[src/sync_off_io_defs.svh]
// register map, field positions, reset values and timing counts
`ifndef SYNC_OFF_IO_DEFS_SVH
`define SYNC_OFF_IO_DEFS_SVH

`define SOIO_CLK_PERIOD_NS 5
`define SOIO_MIN_LOW_NS    30000
`define SOIO_MIN_LOW_CYC   ((`SOIO_MIN_LOW_NS + `SOIO_CLK_PERIOD_NS - 1) / `SOIO_CLK_PERIOD_NS)
`define SOIO_GUARD_CYC     4'h3

`define SOIO_ADDR_CTRL     5'h00
`define SOIO_ADDR_PERIOD   5'h04
`define SOIO_ADDR_HIGH     5'h08
`define SOIO_ADDR_STATUS   5'h0C
`define SOIO_ADDR_EVENT    5'h10

`define SOIO_CTRL_FUNC_LSB 0
`define SOIO_CTRL_INV_BIT  2
`define SOIO_CTRL_SRC_LSB  3
`define SOIO_CTRL_RST      5'h00

`define SOIO_PERIOD_RST    24'h030D40
`define SOIO_HIGH_RST      24'h0186A0

`define SOIO_EVT_RX        0
`define SOIO_EVT_IGN       1
`define SOIO_EVT_TX        2
`define SOIO_EVT_NUM       3

`endif

[src/sync_off_io_pkg.sv]
// types shared by the sync-off pin block
package sync_off_io_pkg;

  typedef enum logic [1:0] {
    FUNC_SYNC   = 2'h0,
    FUNC_INPUT  = 2'h1,
    FUNC_OUTPUT = 2'h2
  } func_t;

  typedef enum logic [1:0] {
    SRC_ONE  = 2'h0,
    SRC_ZERO = 2'h1,
    SRC_PWM  = 2'h2
  } out_src_t;

  typedef enum logic [2:0] {
    ST_IDLE  = 3'h1,
    ST_EMIT  = 3'h2,
    ST_GUARD = 3'h4
  } sync_state_t;

  typedef struct packed {
    logic [4:0]  addr;
    logic [31:0] wdata;
    logic        wr;
    logic        rd;
  } bus_req_t;

endpackage : sync_off_io_pkg

[src/sync_off_io_pwm.sv]
// pwm waveform generator with period and high time in clock cycles
`timescale 1ns/1ps
`default_nettype none

module sync_off_io_pwm (
  input  wire logic        clk_sys,
  input  wire logic        rst_n,
  input  wire logic [23:0] period_cyc,
  input  wire logic [23:0] high_cyc,
  output logic             wave
);

  logic [23:0] cnt_reg;
  logic [23:0] cnt_next;
  logic        wave_next;
  wire         period_zero = (period_cyc == 24'h000000);
  wire         at_end      = (cnt_reg >= period_cyc - 24'h000001);

  // zero period parks the output low
  assign cnt_next  = (period_zero || at_end) ? 24'h000000 : cnt_reg + 24'h000001;
  assign wave_next = !period_zero && (cnt_reg < high_cyc);

  always_ff @(posedge clk_sys or negedge rst_n) begin
    if (!rst_n) begin
      cnt_reg <= 24'h000000;
      wave    <= 1'b0;
    end else begin
      cnt_reg <= cnt_next;
      wave    <= wave_next;
    end
  end
endmodule : sync_off_io_pwm

`default_nettype wire

[src/sync_off_io_pin.sv]
// configurable sync-off / level input / output pin with register port
//
// How it works
// - pin function selects turn-off sync, level input or general output
// - turn-off sync is the reset function and is bidirectional
// - invert setting flips input and output polarity, otherwise unchanged
// - level input mode samples the pin as an external level
// - output mode drives constant one, constant zero or pwm
// - logic one drives pin low, or high when inverted
// - pwm frequency and duty each come from their own register
// - in sync mode a switch on-to-off change emits a pulse
// - in sync mode a pulse seen while switch is off is ignored
// - in sync mode a pulse seen while switch is on turns it off
//
// Design decisions made here: the placing of the registers and the strobed register port.
`include "sync_off_io_defs.svh"
`timescale 1ns/1ps
`default_nettype none

module sync_off_io_pin #(
  parameter int unsigned MIN_LOW_CYC = `SOIO_MIN_LOW_CYC
) (
  input  wire logic                      clk_sys,
  input  wire logic                      rst_n,
  input  wire sync_off_io_pkg::bus_req_t bus_req,
  output logic [31:0]                    bus_rdata,
  input  wire logic                      sw_on,
  output logic                           sw_off_req,
  input  wire logic                      pin_in,
  output logic                           pin_out,
  output logic                           pin_oe
);

  localparam logic [15:0] MIN_M1 = 16'(MIN_LOW_CYC - 1);

  function automatic logic addr_hit(input logic [4:0] a, input logic [4:0] off);
    addr_hit = (a == off);
  endfunction : addr_hit

  // register state
  logic [4:0]  ctrl_reg;
  logic [23:0] period_reg;
  logic [23:0] high_reg;
  logic [2:0]  evt_reg;
  logic [31:0] rdata_reg;

  // pin and switch state
  logic        pin_meta_reg;
  logic        pin_sync_reg;
  logic        sw_on_d_reg;
  logic        in_level_reg;
  logic [15:0] filt_cnt_reg;
  logic [15:0] filt_cnt_next;
  logic [15:0] emit_cnt_reg;
  logic [15:0] emit_cnt_next;
  logic [3:0]  guard_cnt_reg;
  logic [3:0]  guard_cnt_next;
  logic        off_req_reg;

  sync_off_io_pkg::sync_state_t state_reg;
  sync_off_io_pkg::sync_state_t state_next;

  // field decode
  wire sync_off_io_pkg::func_t    func_sel =
    sync_off_io_pkg::func_t'(ctrl_reg[`SOIO_CTRL_FUNC_LSB +: 2]);
  wire sync_off_io_pkg::out_src_t src_sel  =
    sync_off_io_pkg::out_src_t'(ctrl_reg[`SOIO_CTRL_SRC_LSB +: 2]);
  wire inv        = ctrl_reg[`SOIO_CTRL_INV_BIT];
  wire mode_sync  = (func_sel == sync_off_io_pkg::FUNC_SYNC);
  wire mode_input = (func_sel == sync_off_io_pkg::FUNC_INPUT);
  wire mode_out   = (func_sel == sync_off_io_pkg::FUNC_OUTPUT);

  // bus decode
  wire wr_ctrl   = bus_req.wr && addr_hit(bus_req.addr, `SOIO_ADDR_CTRL);
  wire wr_period = bus_req.wr && addr_hit(bus_req.addr, `SOIO_ADDR_PERIOD);
  wire wr_high   = bus_req.wr && addr_hit(bus_req.addr, `SOIO_ADDR_HIGH);
  wire wr_event  = bus_req.wr && addr_hit(bus_req.addr, `SOIO_ADDR_EVENT);

  // pin level to logic level: active logic one is a low pin unless inverted
  wire in_active = pin_sync_reg ^ ~inv;

  // on-to-off edge of the local input switch
  wire sw_fall = sw_on_d_reg && !sw_on;

  // glitch filter: accept only after the full minimum low time
  wire filt_run = mode_sync && (state_reg == sync_off_io_pkg::ST_IDLE) && in_active;
  wire rx_fire  = filt_run && (filt_cnt_reg == MIN_M1);
  wire rx_take  = rx_fire && sw_on;
  wire rx_ign   = rx_fire && !sw_on;

  always_comb begin
    filt_cnt_next = 16'h0000;
    if (filt_run && !sw_fall) begin
      // saturate so one long low gives one event only
      filt_cnt_next = (filt_cnt_reg > MIN_M1) ? filt_cnt_reg : filt_cnt_reg + 16'h0001;
    end
  end

  // emit sequencer
  wire emit_done  = (emit_cnt_reg == MIN_M1);
  wire guard_done = (guard_cnt_reg >= `SOIO_GUARD_CYC);

  always_comb begin
    state_next     = state_reg;
    emit_cnt_next  = 16'h0000;
    guard_cnt_next = 4'h0;
    case (state_reg)
      sync_off_io_pkg::ST_IDLE: begin
        if (mode_sync && sw_fall) begin
          state_next = sync_off_io_pkg::ST_EMIT;
        end
      end
      sync_off_io_pkg::ST_EMIT: begin
        emit_cnt_next = emit_cnt_reg + 16'h0001;
        if (!mode_sync) begin
          state_next = sync_off_io_pkg::ST_IDLE;
        end else if (emit_done) begin
          state_next = sync_off_io_pkg::ST_GUARD;
        end
      end
      sync_off_io_pkg::ST_GUARD: begin
        // own pulse echoes through the synchroniser; wait until it clears
        guard_cnt_next = guard_done ? guard_cnt_reg : guard_cnt_reg + 4'h1;
        if (!mode_sync || (guard_done && !in_active)) begin
          state_next = sync_off_io_pkg::ST_IDLE;
        end
      end
      default: begin
        state_next = sync_off_io_pkg::ST_IDLE;
      end
    endcase
  end

  // logic value to place on the pin and whether to drive it
  logic drive_logic;
  logic drive_en;
  logic pwm_wave;

  always_comb begin
    drive_logic = 1'b0;
    drive_en    = 1'b0;
    if (mode_sync) begin
      drive_logic = (state_reg == sync_off_io_pkg::ST_EMIT);
      drive_en    = (state_reg == sync_off_io_pkg::ST_EMIT);
    end else if (mode_out) begin
      drive_en = 1'b1;
      case (src_sel)
        sync_off_io_pkg::SRC_ONE:  drive_logic = 1'b1;
        sync_off_io_pkg::SRC_ZERO: drive_logic = 1'b0;
        sync_off_io_pkg::SRC_PWM:  drive_logic = pwm_wave;
        default:                   drive_logic = 1'b0;
      endcase
    end
  end

  // logic one drives low, logic zero drives high, swapped when inverted
  wire pin_level_next = drive_logic ^ ~inv;

  sync_off_io_pwm u_pwm (
    .clk_sys    (clk_sys),
    .rst_n      (rst_n),
    .period_cyc (period_reg),
    .high_cyc   (high_reg),
    .wave       (pwm_wave)
  );

  // event flags: hardware set wins over write-one-to-clear
  wire [2:0] evt_set;
  assign evt_set[`SOIO_EVT_RX]  = rx_take;
  assign evt_set[`SOIO_EVT_IGN] = rx_ign;
  assign evt_set[`SOIO_EVT_TX]  = (state_reg == sync_off_io_pkg::ST_EMIT) && emit_done;

  genvar gi;
  generate
    for (gi = 0; gi < `SOIO_EVT_NUM; gi = gi + 1) begin : g_evt
      always_ff @(posedge clk_sys or negedge rst_n) begin
        if (!rst_n) begin
          evt_reg[gi] <= 1'b0;
        end else if (evt_set[gi]) begin
          evt_reg[gi] <= 1'b1;
        end else if (wr_event && bus_req.wdata[gi]) begin
          evt_reg[gi] <= 1'b0;
        end
      end
    end
  endgenerate

  // read mux
  wire [31:0] status_word = {29'h00000000,
                             (state_reg == sync_off_io_pkg::ST_EMIT),
                             sw_on_d_reg,
                             in_level_reg};
  logic [31:0] rd_mux;

  always_comb begin
    rd_mux = 32'h00000000;
    if (addr_hit(bus_req.addr, `SOIO_ADDR_CTRL)) begin
      rd_mux = {27'h0000000, ctrl_reg};
    end else if (addr_hit(bus_req.addr, `SOIO_ADDR_PERIOD)) begin
      rd_mux = {8'h00, period_reg};
    end else if (addr_hit(bus_req.addr, `SOIO_ADDR_HIGH)) begin
      rd_mux = {8'h00, high_reg};
    end else if (addr_hit(bus_req.addr, `SOIO_ADDR_STATUS)) begin
      rd_mux = status_word;
    end else if (addr_hit(bus_req.addr, `SOIO_ADDR_EVENT)) begin
      rd_mux = {29'h00000000, evt_reg};
    end
  end

  // configuration registers
  always_ff @(posedge clk_sys or negedge rst_n) begin
    if (!rst_n) begin
      ctrl_reg   <= `SOIO_CTRL_RST;
      period_reg <= `SOIO_PERIOD_RST;
      high_reg   <= `SOIO_HIGH_RST;
    end else begin
      if (wr_ctrl) begin
        ctrl_reg <= bus_req.wdata[4:0];
      end
      if (wr_period) begin
        period_reg <= bus_req.wdata[23:0];
      end
      if (wr_high) begin
        high_reg <= bus_req.wdata[23:0];
      end
    end
  end

  // read data stand only in the cycle after the strobe
  always_ff @(posedge clk_sys or negedge rst_n) begin
    if (!rst_n) begin
      rdata_reg <= 32'h00000000;
    end else begin
      rdata_reg <= bus_req.rd ? rd_mux : 32'h00000000;
    end
  end

  // pin synchroniser, level sample and switch edge
  always_ff @(posedge clk_sys or negedge rst_n) begin
    if (!rst_n) begin
      pin_meta_reg <= 1'b1;
      pin_sync_reg <= 1'b1;
      in_level_reg <= 1'b0;
      sw_on_d_reg  <= 1'b0;
    end else begin
      pin_meta_reg <= pin_in;
      pin_sync_reg <= pin_meta_reg;
      in_level_reg <= in_active;
      sw_on_d_reg  <= sw_on;
    end
  end

  // sequencer, filter and outputs
  always_ff @(posedge clk_sys or negedge rst_n) begin
    if (!rst_n) begin
      state_reg     <= sync_off_io_pkg::ST_IDLE;
      filt_cnt_reg  <= 16'h0000;
      emit_cnt_reg  <= 16'h0000;
      guard_cnt_reg <= 4'h0;
      off_req_reg   <= 1'b0;
      pin_out       <= 1'b1;
      pin_oe        <= 1'b0;
    end else begin
      state_reg     <= state_next;
      filt_cnt_reg  <= filt_cnt_next;
      emit_cnt_reg  <= emit_cnt_next;
      guard_cnt_reg <= guard_cnt_next;
      off_req_reg   <= rx_take;
      pin_out       <= pin_level_next;
      pin_oe        <= drive_en;
    end
  end

  assign bus_rdata  = rdata_reg;
  assign sw_off_req = off_req_reg;

  // checking helpers: run lengths of drive and of incoming low
  logic [15:0] oe_run_reg;
  logic [15:0] act_run_reg;

  always_ff @(posedge clk_sys or negedge rst_n) begin
    if (!rst_n) begin
      oe_run_reg  <= 16'h0000;
      act_run_reg <= 16'h0000;
    end else begin
      oe_run_reg  <= !pin_oe ? 16'h0000 :
                     (oe_run_reg == 16'hFFFF) ? oe_run_reg : oe_run_reg + 16'h0001;
      act_run_reg <= !in_active ? 16'h0000 :
                     (act_run_reg == 16'hFFFF) ? act_run_reg : act_run_reg + 16'h0001;
    end
  end
endmodule : sync_off_io_pin

`default_nettype wire

[config.mk]
export PLATFORM = sky130hd
export DESIGN_NAME = sync_off_io_pin
export DESIGN_NICKNAME = d
export VERILOG_FILES = /design/src/sync_off_io_pkg.sv /design/src/sync_off_io_pwm.sv /design/src/sync_off_io_pin.sv
export VERILOG_INCLUDE_DIRS = /design/src
export SDC_FILE = /design/constraint.sdc
export NUM_CORES = 1
export LEC_CHECK = 0
export ABC_AREA = 1
export BUFFER_PORTS_ARGS = -buffer_cell sky130_fd_sc_hd__buf_4
export CAP_MARGIN = 20
export CORE_ASPECT_RATIO = 1.4
export CORE_MARGIN = 8
export CORE_UTILIZATION = 56
export DETAILED_ROUTE_END_ITERATION = 16
export GPL_TIMING_DRIVEN = 1
export PLACE_DENSITY = 0.76
export SLEW_MARGIN = 20
export SYNTH_ARGS = -nofsm -noshare
export SYNTH_HDL_FRONTEND = slang
export SYNTH_HIERARCHICAL = 1
export SYNTH_SLANG_ARGS = --single-unit
[constraint.sdc]
create_clock -name clk_sys -period 7.1 [get_ports clk_sys]
set_input_delay 1.065 -clock clk_sys [delete_from_list [all_inputs] [get_ports clk_sys]]
set_output_delay 1.065 -clock clk_sys [all_outputs]
set_load 0.01 [all_outputs]
# ---- Word level (Yosys, flattened, before mapping)
# Index checks and enable logic that the tools add are counted.
dict set report op_classes {
  addsub 5
  eq_ne 16
  n_bitwise 3
  n_reduce_logical 33
  n_lt_le_gt_ge 4
  muxes 28
}
# operator count
set ops {}
lappend ops {{2-to-1 mux 24 bit} 4}
lappend ops {{2-to-1 mux 16 bit} 3}
lappend ops {{adder 16 x 1 -> 16 bit (second input constant)} 2}
lappend ops {{== test 16 x 13 -> 1 bit (second input constant)} 2}
lappend ops {{2-to-1 mux 32 bit} 1}
lappend ops {{adder 24 x 1 -> 24 bit (second input constant)} 1}
lappend ops {{>= comparator 24 bit} 1}
lappend ops {{logical NOT 24 bit} 1}
lappend ops {{less-than comparator 24 bit} 1}
lappend ops {{subtractor 24 x 1 -> 24 bit (second input constant)} 1}
lappend ops {{logical AND 1 bit} 18}
lappend ops {{2-to-1 mux 3 bit} 6}
lappend ops {{> comparator 16 x 13 -> 1 bit (second input constant)} 1}
lappend ops {{== test 5 x 4 -> 1 bit (second input constant)} 2}
lappend ops {{2-to-1 mux 1 bit} 10}
lappend ops {{one-hot mux 3 bit (3 select lines)} 1}
lappend ops {{2-to-1 mux 4 bit} 2}
lappend ops {{inequality test 2 bit (second input constant)} 3}
lappend ops {{nonzero test 2 bit} 3}
lappend ops {{== test 5 x 3 -> 1 bit (second input constant)} 1}
lappend ops {{== test 5 bit (second input constant)} 1}
lappend ops {{logical NOT 1 bit} 5}
lappend ops {{logical NOT 5 bit} 1}
lappend ops {{adder 4 x 1 -> 4 bit (second input constant)} 1}
lappend ops {{13 further kinds} 17}
dict set report totals {
  ff_bits 159
  in_bits 43
  output_inout_bits 35
  wordCells 109
}

# ---- Logic depth before layout (Yosys ltp)
# Gate-level depths: netlist of run 1.
dict set report depth {
  ltp_word 7
  ltp_mapped 19
  ltp_nobuf 18
}

# ---- Modules after synthesis
# The synthesis of run 1 kept the hierarchy.
# module area_per_inst_um2 n_inst cells_each seq_area_each_um2
set modules_own_cells {}
lappend modules_own_cells {sync_off_io_pin 5639.2 1 652 3173.0}
lappend modules_own_cells {sync_off_io_pwm 3093.0 1 473 625.6}

# ---- Worst setup path before layout of run 1
# No wires, ideal clock.
dict set report synth_path {
  path_type {register to register}
  start {reg period_reg[0]}
  end {reg u_pwm.cnt_reg[10]}
  t_arrival_ps 2369
  path_buffers 1
  t_required_ps 6980
  path_stages_with_launch 19
  period_less_slack_ps 2489
  setup_time_ps 120
  setup_slack_ps 4611
  path_cell_list {dfrtp_1 inv_1 ha_1 nand2_1 nor2_2 nand2_2 nor2_1 nand2_1 xor2_1 inv_1 ha_1 nand2_1 nor2_1 nand4_1 nor2_1 nand2_1 nand3_2 buf_6 nor2_1}
}
dict set report synth_via {
  elab_chain_cells 4
  elab_cells_between_ends 5
  classes_between {1 x add/sub; 1 x order compare; 1 x mux; 2 x reduce/logical}
}
# item line
set synth_rtl {}
lappend synth_rtl {{start, declared} sync_off_io_pin.sv:42} ;# logic [23:0] period_reg;
lappend synth_rtl {{start signal, assigned} sync_off_io_pin.sv:214} ;# period_reg <= `SOIO_PERIOD_RST;
lappend synth_rtl {{start signal, assigned} sync_off_io_pin.sv:221} ;# period_reg <= bus_req.wdata[23:0];
lappend synth_rtl {{subtractor 24 x 1 -> 24 bit} sync_off_io_pwm.sv:17} ;# wire at_end = (cnt_reg >= period_cyc - 24'h000001);
lappend synth_rtl {{>= comparator 24 bit} sync_off_io_pwm.sv:17}
lappend synth_rtl {{logical OR 1 bit (*)} sync_off_io_pwm.sv:20} ;# assign cnt_next = (period_zero || at_end) ? 24'h000000 : cnt_reg + 24'h000001;
lappend synth_rtl {{2-to-1 mux 24 bit (*)} sync_off_io_pwm.sv:20}
lappend synth_rtl {{named net u_pwm.cnt_next[10]} sync_off_io_pwm.sv:14} ;# logic [23:0] cnt_next;
lappend synth_rtl {{end signal, assigned} sync_off_io_pwm.sv:28} ;# cnt_reg <= cnt_next;
lappend synth_rtl {{end, declared} sync_off_io_pwm.sv:13} ;# logic [23:0] cnt_reg;
# The timed path passes the listed nets; every way through them passes the cells marked *.
# A chain may end at the register's enable or synchronous reset.

# ---- Final worst setup path of run 1
dict set report layout_path {
  start {reg period_reg[0]}
  end {reg u_pwm.cnt_reg[7]}
}
# The elaborated chain is that of the path after synthesis.

==> flow_summary.yaml, run 1 <==
critical_path:
  critPathLaunchType: "flop"
  worstPathArrival_ps: 3760
  reg2reg_from: "period_reg[0]"
  reg2reg_depth: 17
  cpPeakStageDelay_ps: 440
  cp_cell_sequence: "inv_1 > ha_1 > nand2_1 > nor2_2 > nand2_2 > nor2_1 > nand2_1 > xor2_1 > inv_1 > ha_1 > nand2_1 > a21oi_1 > nor2_1 > nand2_1 > nor2_1 > nand3_2 > nor2_1"
  path_delay_family: "simple AND/OR/NAND/NOR gates"
  rrSetupSlack_ps: 3670
  cp_num_buf_inv: 2
  critPathMaxFanout: 24
  rr_endpoint: "u_pwm/cnt_reg[7]"
  required_ps: 7420
  worst-setup-path-type: "reg -> reg"
  critPathSlowestCell: "nand3_2"
  cp-end-kind: "flop"
logic_synthesis:
  avgSynthCellArea_um2: 7.76
  synth.area.top_cells: "dfrtp_1 39%, nand2_1 13%, ha_1 7.6%"
  synth_cell_type_count: 36
  ys_seq_area_frac: 0.435
  synth_common_cells: "296 x nand2_1, 154 x nor2_1, 145 x inv_1"
  synth_ff_type: "dfrtp_1"
  synth_area_um2: 8730
  ys_seq_elements: 151
  yosys.area.top_type_share: 0.387
  syn_inst: 1125
  synth_edf_count: 0
  yosys_warnings: 6
  yosysTopAreaCell: "dfrtp_1"
  synthArstFlopShare: 1.00
  synthMostInstantiatedCell: "nand2_1"
floorplan:
  die_area_um2: 19900
  die_x_um: 122
  die_h_um: 164
  io_pins: 78
  initial_utilization: 0.567
  core_um2: 15400
  rows: 54
clock_network:
  numCtsBuffers: 17
  cts_hold_buf: 0
  clock_sinks: 151
  cts_root_buf: "clkbuf_16"
  clk_path_buf_depth: 2
  postCtsSetupRepairBufs: 0
  cts_tree: "yes"
  htreeDepth: 4
  clock_latency_ps: 420
  clkTransAtPathRegs_ps: 60
  cts-resized-gates: 0
timing:
  finClkSkew_ps: 6.09
  relSlewSlack: 0.339
  setup_tns_ps: 0
  max_freq_mhz: 291
  drv_slew: 0
  period_share: 0.484
  final_hold_viol_count: 0
  rsz0062_at_grt: "false"
  min_period_ps: 3430
  tightestPinTransition_ps: 988
  setup_viol: 0
  layout_setup_ws_ps: 3670
global_routing:
  grt_pass1_wl_mm: 35.1
  gr-total-overflow: 0
  grt.total_usage: 0.222
  antenna_found_initial: 0
  grt_max_degree: 77
  grt_pass1_vias: 7406
pwr:
  pwr_density_cell_nw_per_um2: 274
  leakagePower_uw: 0.00488
  ir_drop_mv: 0.162
cells_and_area:
  nets: 1283
  area_growth_pct: 13.4
  diodes: 0
  drive_gt1_frac: 0.116
drt:
  routedWlPerCell_um: 14.9
  wirelength_mm: 20.8
  vias_per_cell: 5.29
  dr.pass1.iters: 5
  antenna_left: 0
  dr_total_vias: 7375
  drt_iter0_markers: 450
  drc: 0
outcome:
  status: "finished clean"
worst_hold_path:
  min_to: "pin_sync_reg"
  min_from: "pin_meta_reg"
  hold_path_depth: 0
  hold_class: "reg -> reg"
job:
  drv_cap: 0
place:
  io_buffers: 61
  dp_hpwl_mm: 15.0
  place_congestion: 0.911
  dp_slack_ps: 3810
==> layer usage <==
metal	GRT usage	share of wire	vias up
met5	0	0	-
met4	0.0945	0.028	0
met3	0.0423	0.040	40
met2	0.396	0.53	179
met1	0.253	0.40	3490
li1	-	-	3666
==> worst max path at each step <==
stage | depth (start not counted) | slack, ps | start | to
2_1_floorplan | 18 | 4610 | period_reg[0] | u_pwm/cnt_reg[10]
3_3_place_gp | 18 | 3860 | period_reg[0] | u_pwm/cnt_reg[17]
3_5_place_dp | 17 | 3810 | period_reg[0] | u_pwm/cnt_reg[3]
4_1_cts | 17 | 3710 | period_reg[0] | u_pwm/cnt_reg[7]
5_1_grt | 17 | 3400 | period_reg[0] | u_pwm/cnt_reg[7]
6_report | 17 | 3670 | period_reg[0] | u_pwm/cnt_reg[7]
==> cell families (layout without fill, tap and decap cells) <==
family,count (synthesis),count (layout),share of synthesized area
adders and majority gates,53,53,0.0759
xor gates and xnor gates,44,44,0.0441
other,1,8,0.000429
buffers and inverters,177,244,0.0884
and+or+nand+nor,558,558,0.267
DFF,151,151,0.435
AOI/OAI and AO/OA,141,141,0.0888
==> layout make-up <==
type	instances	area [µm²]
fillers	1334	5500
multi-input cells	804	4190
flip-flops and latches	151	3800
inverters	149	559
repair buffers	64	484
clock buffers	23	458
well taps	196	245
clock inverters	8	173
==> through the flow <==
stage,cells,util,total power (µW),hold WS [ps],instance area [µm²]
after detailed placement,1364,0.602,1730,348,9280
after floorplan,1132,-,1550,345,8760
after CTS,1395,0.643,2720,356,9910
after global routing,1395,0.643,2870,358,9910
final,1395,0.643,2710,356,9910
after global placement,1364,0.602,1710,347,9280
==> power by group <==
group | switching (µW) | internal, µW
logic | 388 | 242
clock network | 348 | 632
registers | 124 | 976
==> layout by cell type (no fill, tap or decap), drive strengths merged, types with 2 or more instances in the layout <==
master    n
a21o      2
a21oi    53
a31oi     2
and2      2
buf      64
bufinv    5
clkbuf   23
clkinv    4
conb      8
dfrtp   135
dfstp    16
ha       53
inv     148
nand2   301
nand3    52
nand4    21
nor2    160
nor3     22
o21a      3
o21ai    77
o21bai    3
xnor2    17
xor2     27
No activity file was read; power rests on OpenSTA's default activity.
==> inputs of run 2 (changes only) <==
CORE_UTILIZATION = 55   (was 56)
PLACE_DENSITY = 0.78   (was 0.76)
clock period = 2.75 ns   (was 7.1 ns; I/O delays follow)
==> run 2 against run 1 <==
Net effect: the run now ends with negative hold slack left; non-clock buffer count grew 30; power grew to 2.6 times the previous value; utilization grew 1.8 points; final area grew 3.7%; final cell count grew 2.2%; maximum frequency grew 29%.
==> flow_summary.yaml, run 2 (synthesis results as in run 1) <==
timing:
  setup_viol: 0
  period_share: 0.968
  min_period_ps: 2660
  drv_slew: 0
  hold_ws_ps: -21.4
  final_hold_viol_count: 11
  tightestPinTransition_ps: 925
  relSlewSlack: 0.382
  rsz0062_at_grt: "true"
  max_freq_mhz: 376
  setup_tns_ps: 0
  finClkSkew_ps: 9.19
  layout_setup_ws_ps: 87.1
floorplan:
  initial_utilization: 0.562
  die_h_um: 165
  rows: 54
  io_pins: 78
  die_x_um: 122
  die_area_um2: 20200
  core_um2: 15500
clock_network:
  numCtsBuffers: 17
  clock_latency_ps: 430
  cts_root_buf: "clkbuf_16"
  cts_tree: "yes"
  clk_path_buf_depth: 2
  htreeDepth: 4
  clock_sinks: 151
  clkTransAtPathRegs_ps: 60
global_routing:
  antenna_found_initial: 0
  grt_pass1_wl_mm: 34.8
  gr-total-overflow: 0
  grt.total_usage: 0.219
  grt_pass1_vias: 7338
  grt_max_degree: 72
critical_path:
  cpPeakStageDelay_ps: 420
  cp_cell_sequence: "inv_2 > ha_4 > nand2_4 > nor2_2 > nand2_2 > nor2_2 > nand2_1 > xor2_1 > inv_1 > ha_1 > nand2_1 > nor2_2 > nand4_1 > nor2_1 > nand2_1 > nand3_4 > clkbuf_16 > nor2_1"
  required_ps: 3070
  critPathMaxFanout: 6
  worst-setup-path-type: "reg -> reg"
  rrSetupSlack_ps: 90
  critPathSlowestCell: "dfrtp_1"
  worstPathArrival_ps: 2980
  critPathLaunchType: "flop"
  cp-end-kind: "flop"
outcome:
  status: "complete, but fails checks"
  violations: "negative hold slack"
drt:
  vias_per_cell: 5.28
  routedWlPerCell_um: 15.2
  dr.pass1.iters: 5
  drt_iter0_markers: 339
  wirelength_mm: 21.6
  antenna_left: 0
  dr_total_vias: 7523
  drc: 0
cells_and_area:
  area_growth_pct: 17.6
  fillCellCount: 1331
  diodes: 0
  nets: 1313
  drive_gt1_frac: 0.167
  final_cells: 1426
  layout_commonest_cell: "nand2_1"
  final_cell_mix: "289 x nand2_1, 143 x inv_1, 137 x nor2_1"
worst_hold_path:
  hold_class: "in -> async"
pwr:
  pwr_density_cell_nw_per_um2: 679
  power_uw: 6980
  leakagePower_uw: 0.00503
  ir_drop_mv: 0.504
place:
  place_inst: 1380
  place_congestion: 0.957
  dp_slack_ps: 74.6
  dp_hpwl_mm: 15.7
  io_buffers: 61
job:
  drv_cap: 0
[run 2: critical path: cells and delay by family (launching register included)]
family | cells | cell delay [ps]
flops | 1 | 420
xor+xnor | 1 | 130
simple gates | 12 | 1240
fa+ha+maj | 2 | 420
buf+inv | 3 | 330
[run 2: metrics by stage]
stage	cell area (µm²)	util
2_1_floorplan	8760	-
3_5_place_dp	9420	0.606
4_1_cts	9990	0.643
5_1_grt	10300	0.661
3_3_place_gp	9420	0.606
6_report	10300	0.661
[run 2: final cells by class]
class,count,area (µm²),area share
multi-input cells,804,4310,0.420
flip-flops and latches,151,3810,0.371
clock inverters,11,123,0.0119
clock buffers,21,450,0.0439
well taps,196,245,0.0239
repair buffers,94,777,0.0756
inverters,149,559,0.0545
[run 2: worst paths after layout]
path                          startpoint               end  depth (start not counted)
max                        period_reg[1]  u_pwm/cnt_reg[3]                         18
min                                rst_n   emit_cnt_reg[9]                          1
max reg2reg                period_reg[1]  u_pwm/cnt_reg[3]                         18
min reg2reg                 pin_meta_reg      pin_sync_reg                          0
max in group asynchronous          rst_n      pin_meta_reg                          2
min in group clk_sys              pin_in      pin_meta_reg                          1
[run 2: report_power, final]
group          internal [µW]  switching [µW]  total (µW)
Combinational            755            1060        1820
Clock                   1360             932        2290
Sequential              2520             344        2870
Total                   4640            2340        6980
[run 2: routing by layer]
| metal | up-vias | global-route usage | part of all wire |
|---|---|---|---|
| met1 | 3534 | 0.239 | 0.39 |
| met4 | 0 | 0.126 | 0.040 |
| met2 | 196 | 0.395 | 0.53 |
| li1 | 3735 | - | - |
| met5 | - | 0 | 0 |
| met3 | 58 | 0.0340 | 0.039 |
[run 2: what timing repair did]
| item | in CTS | in global routing |
|---|---|---|
| hold endpoints to repair | 0 | 0 |
| buffers inserted | 0 | 11 |
| endpoints found under the setup margin | 0 | 24 |
| hold buffers | 0 | 0 |
| resized for setup | 0 | 44 |
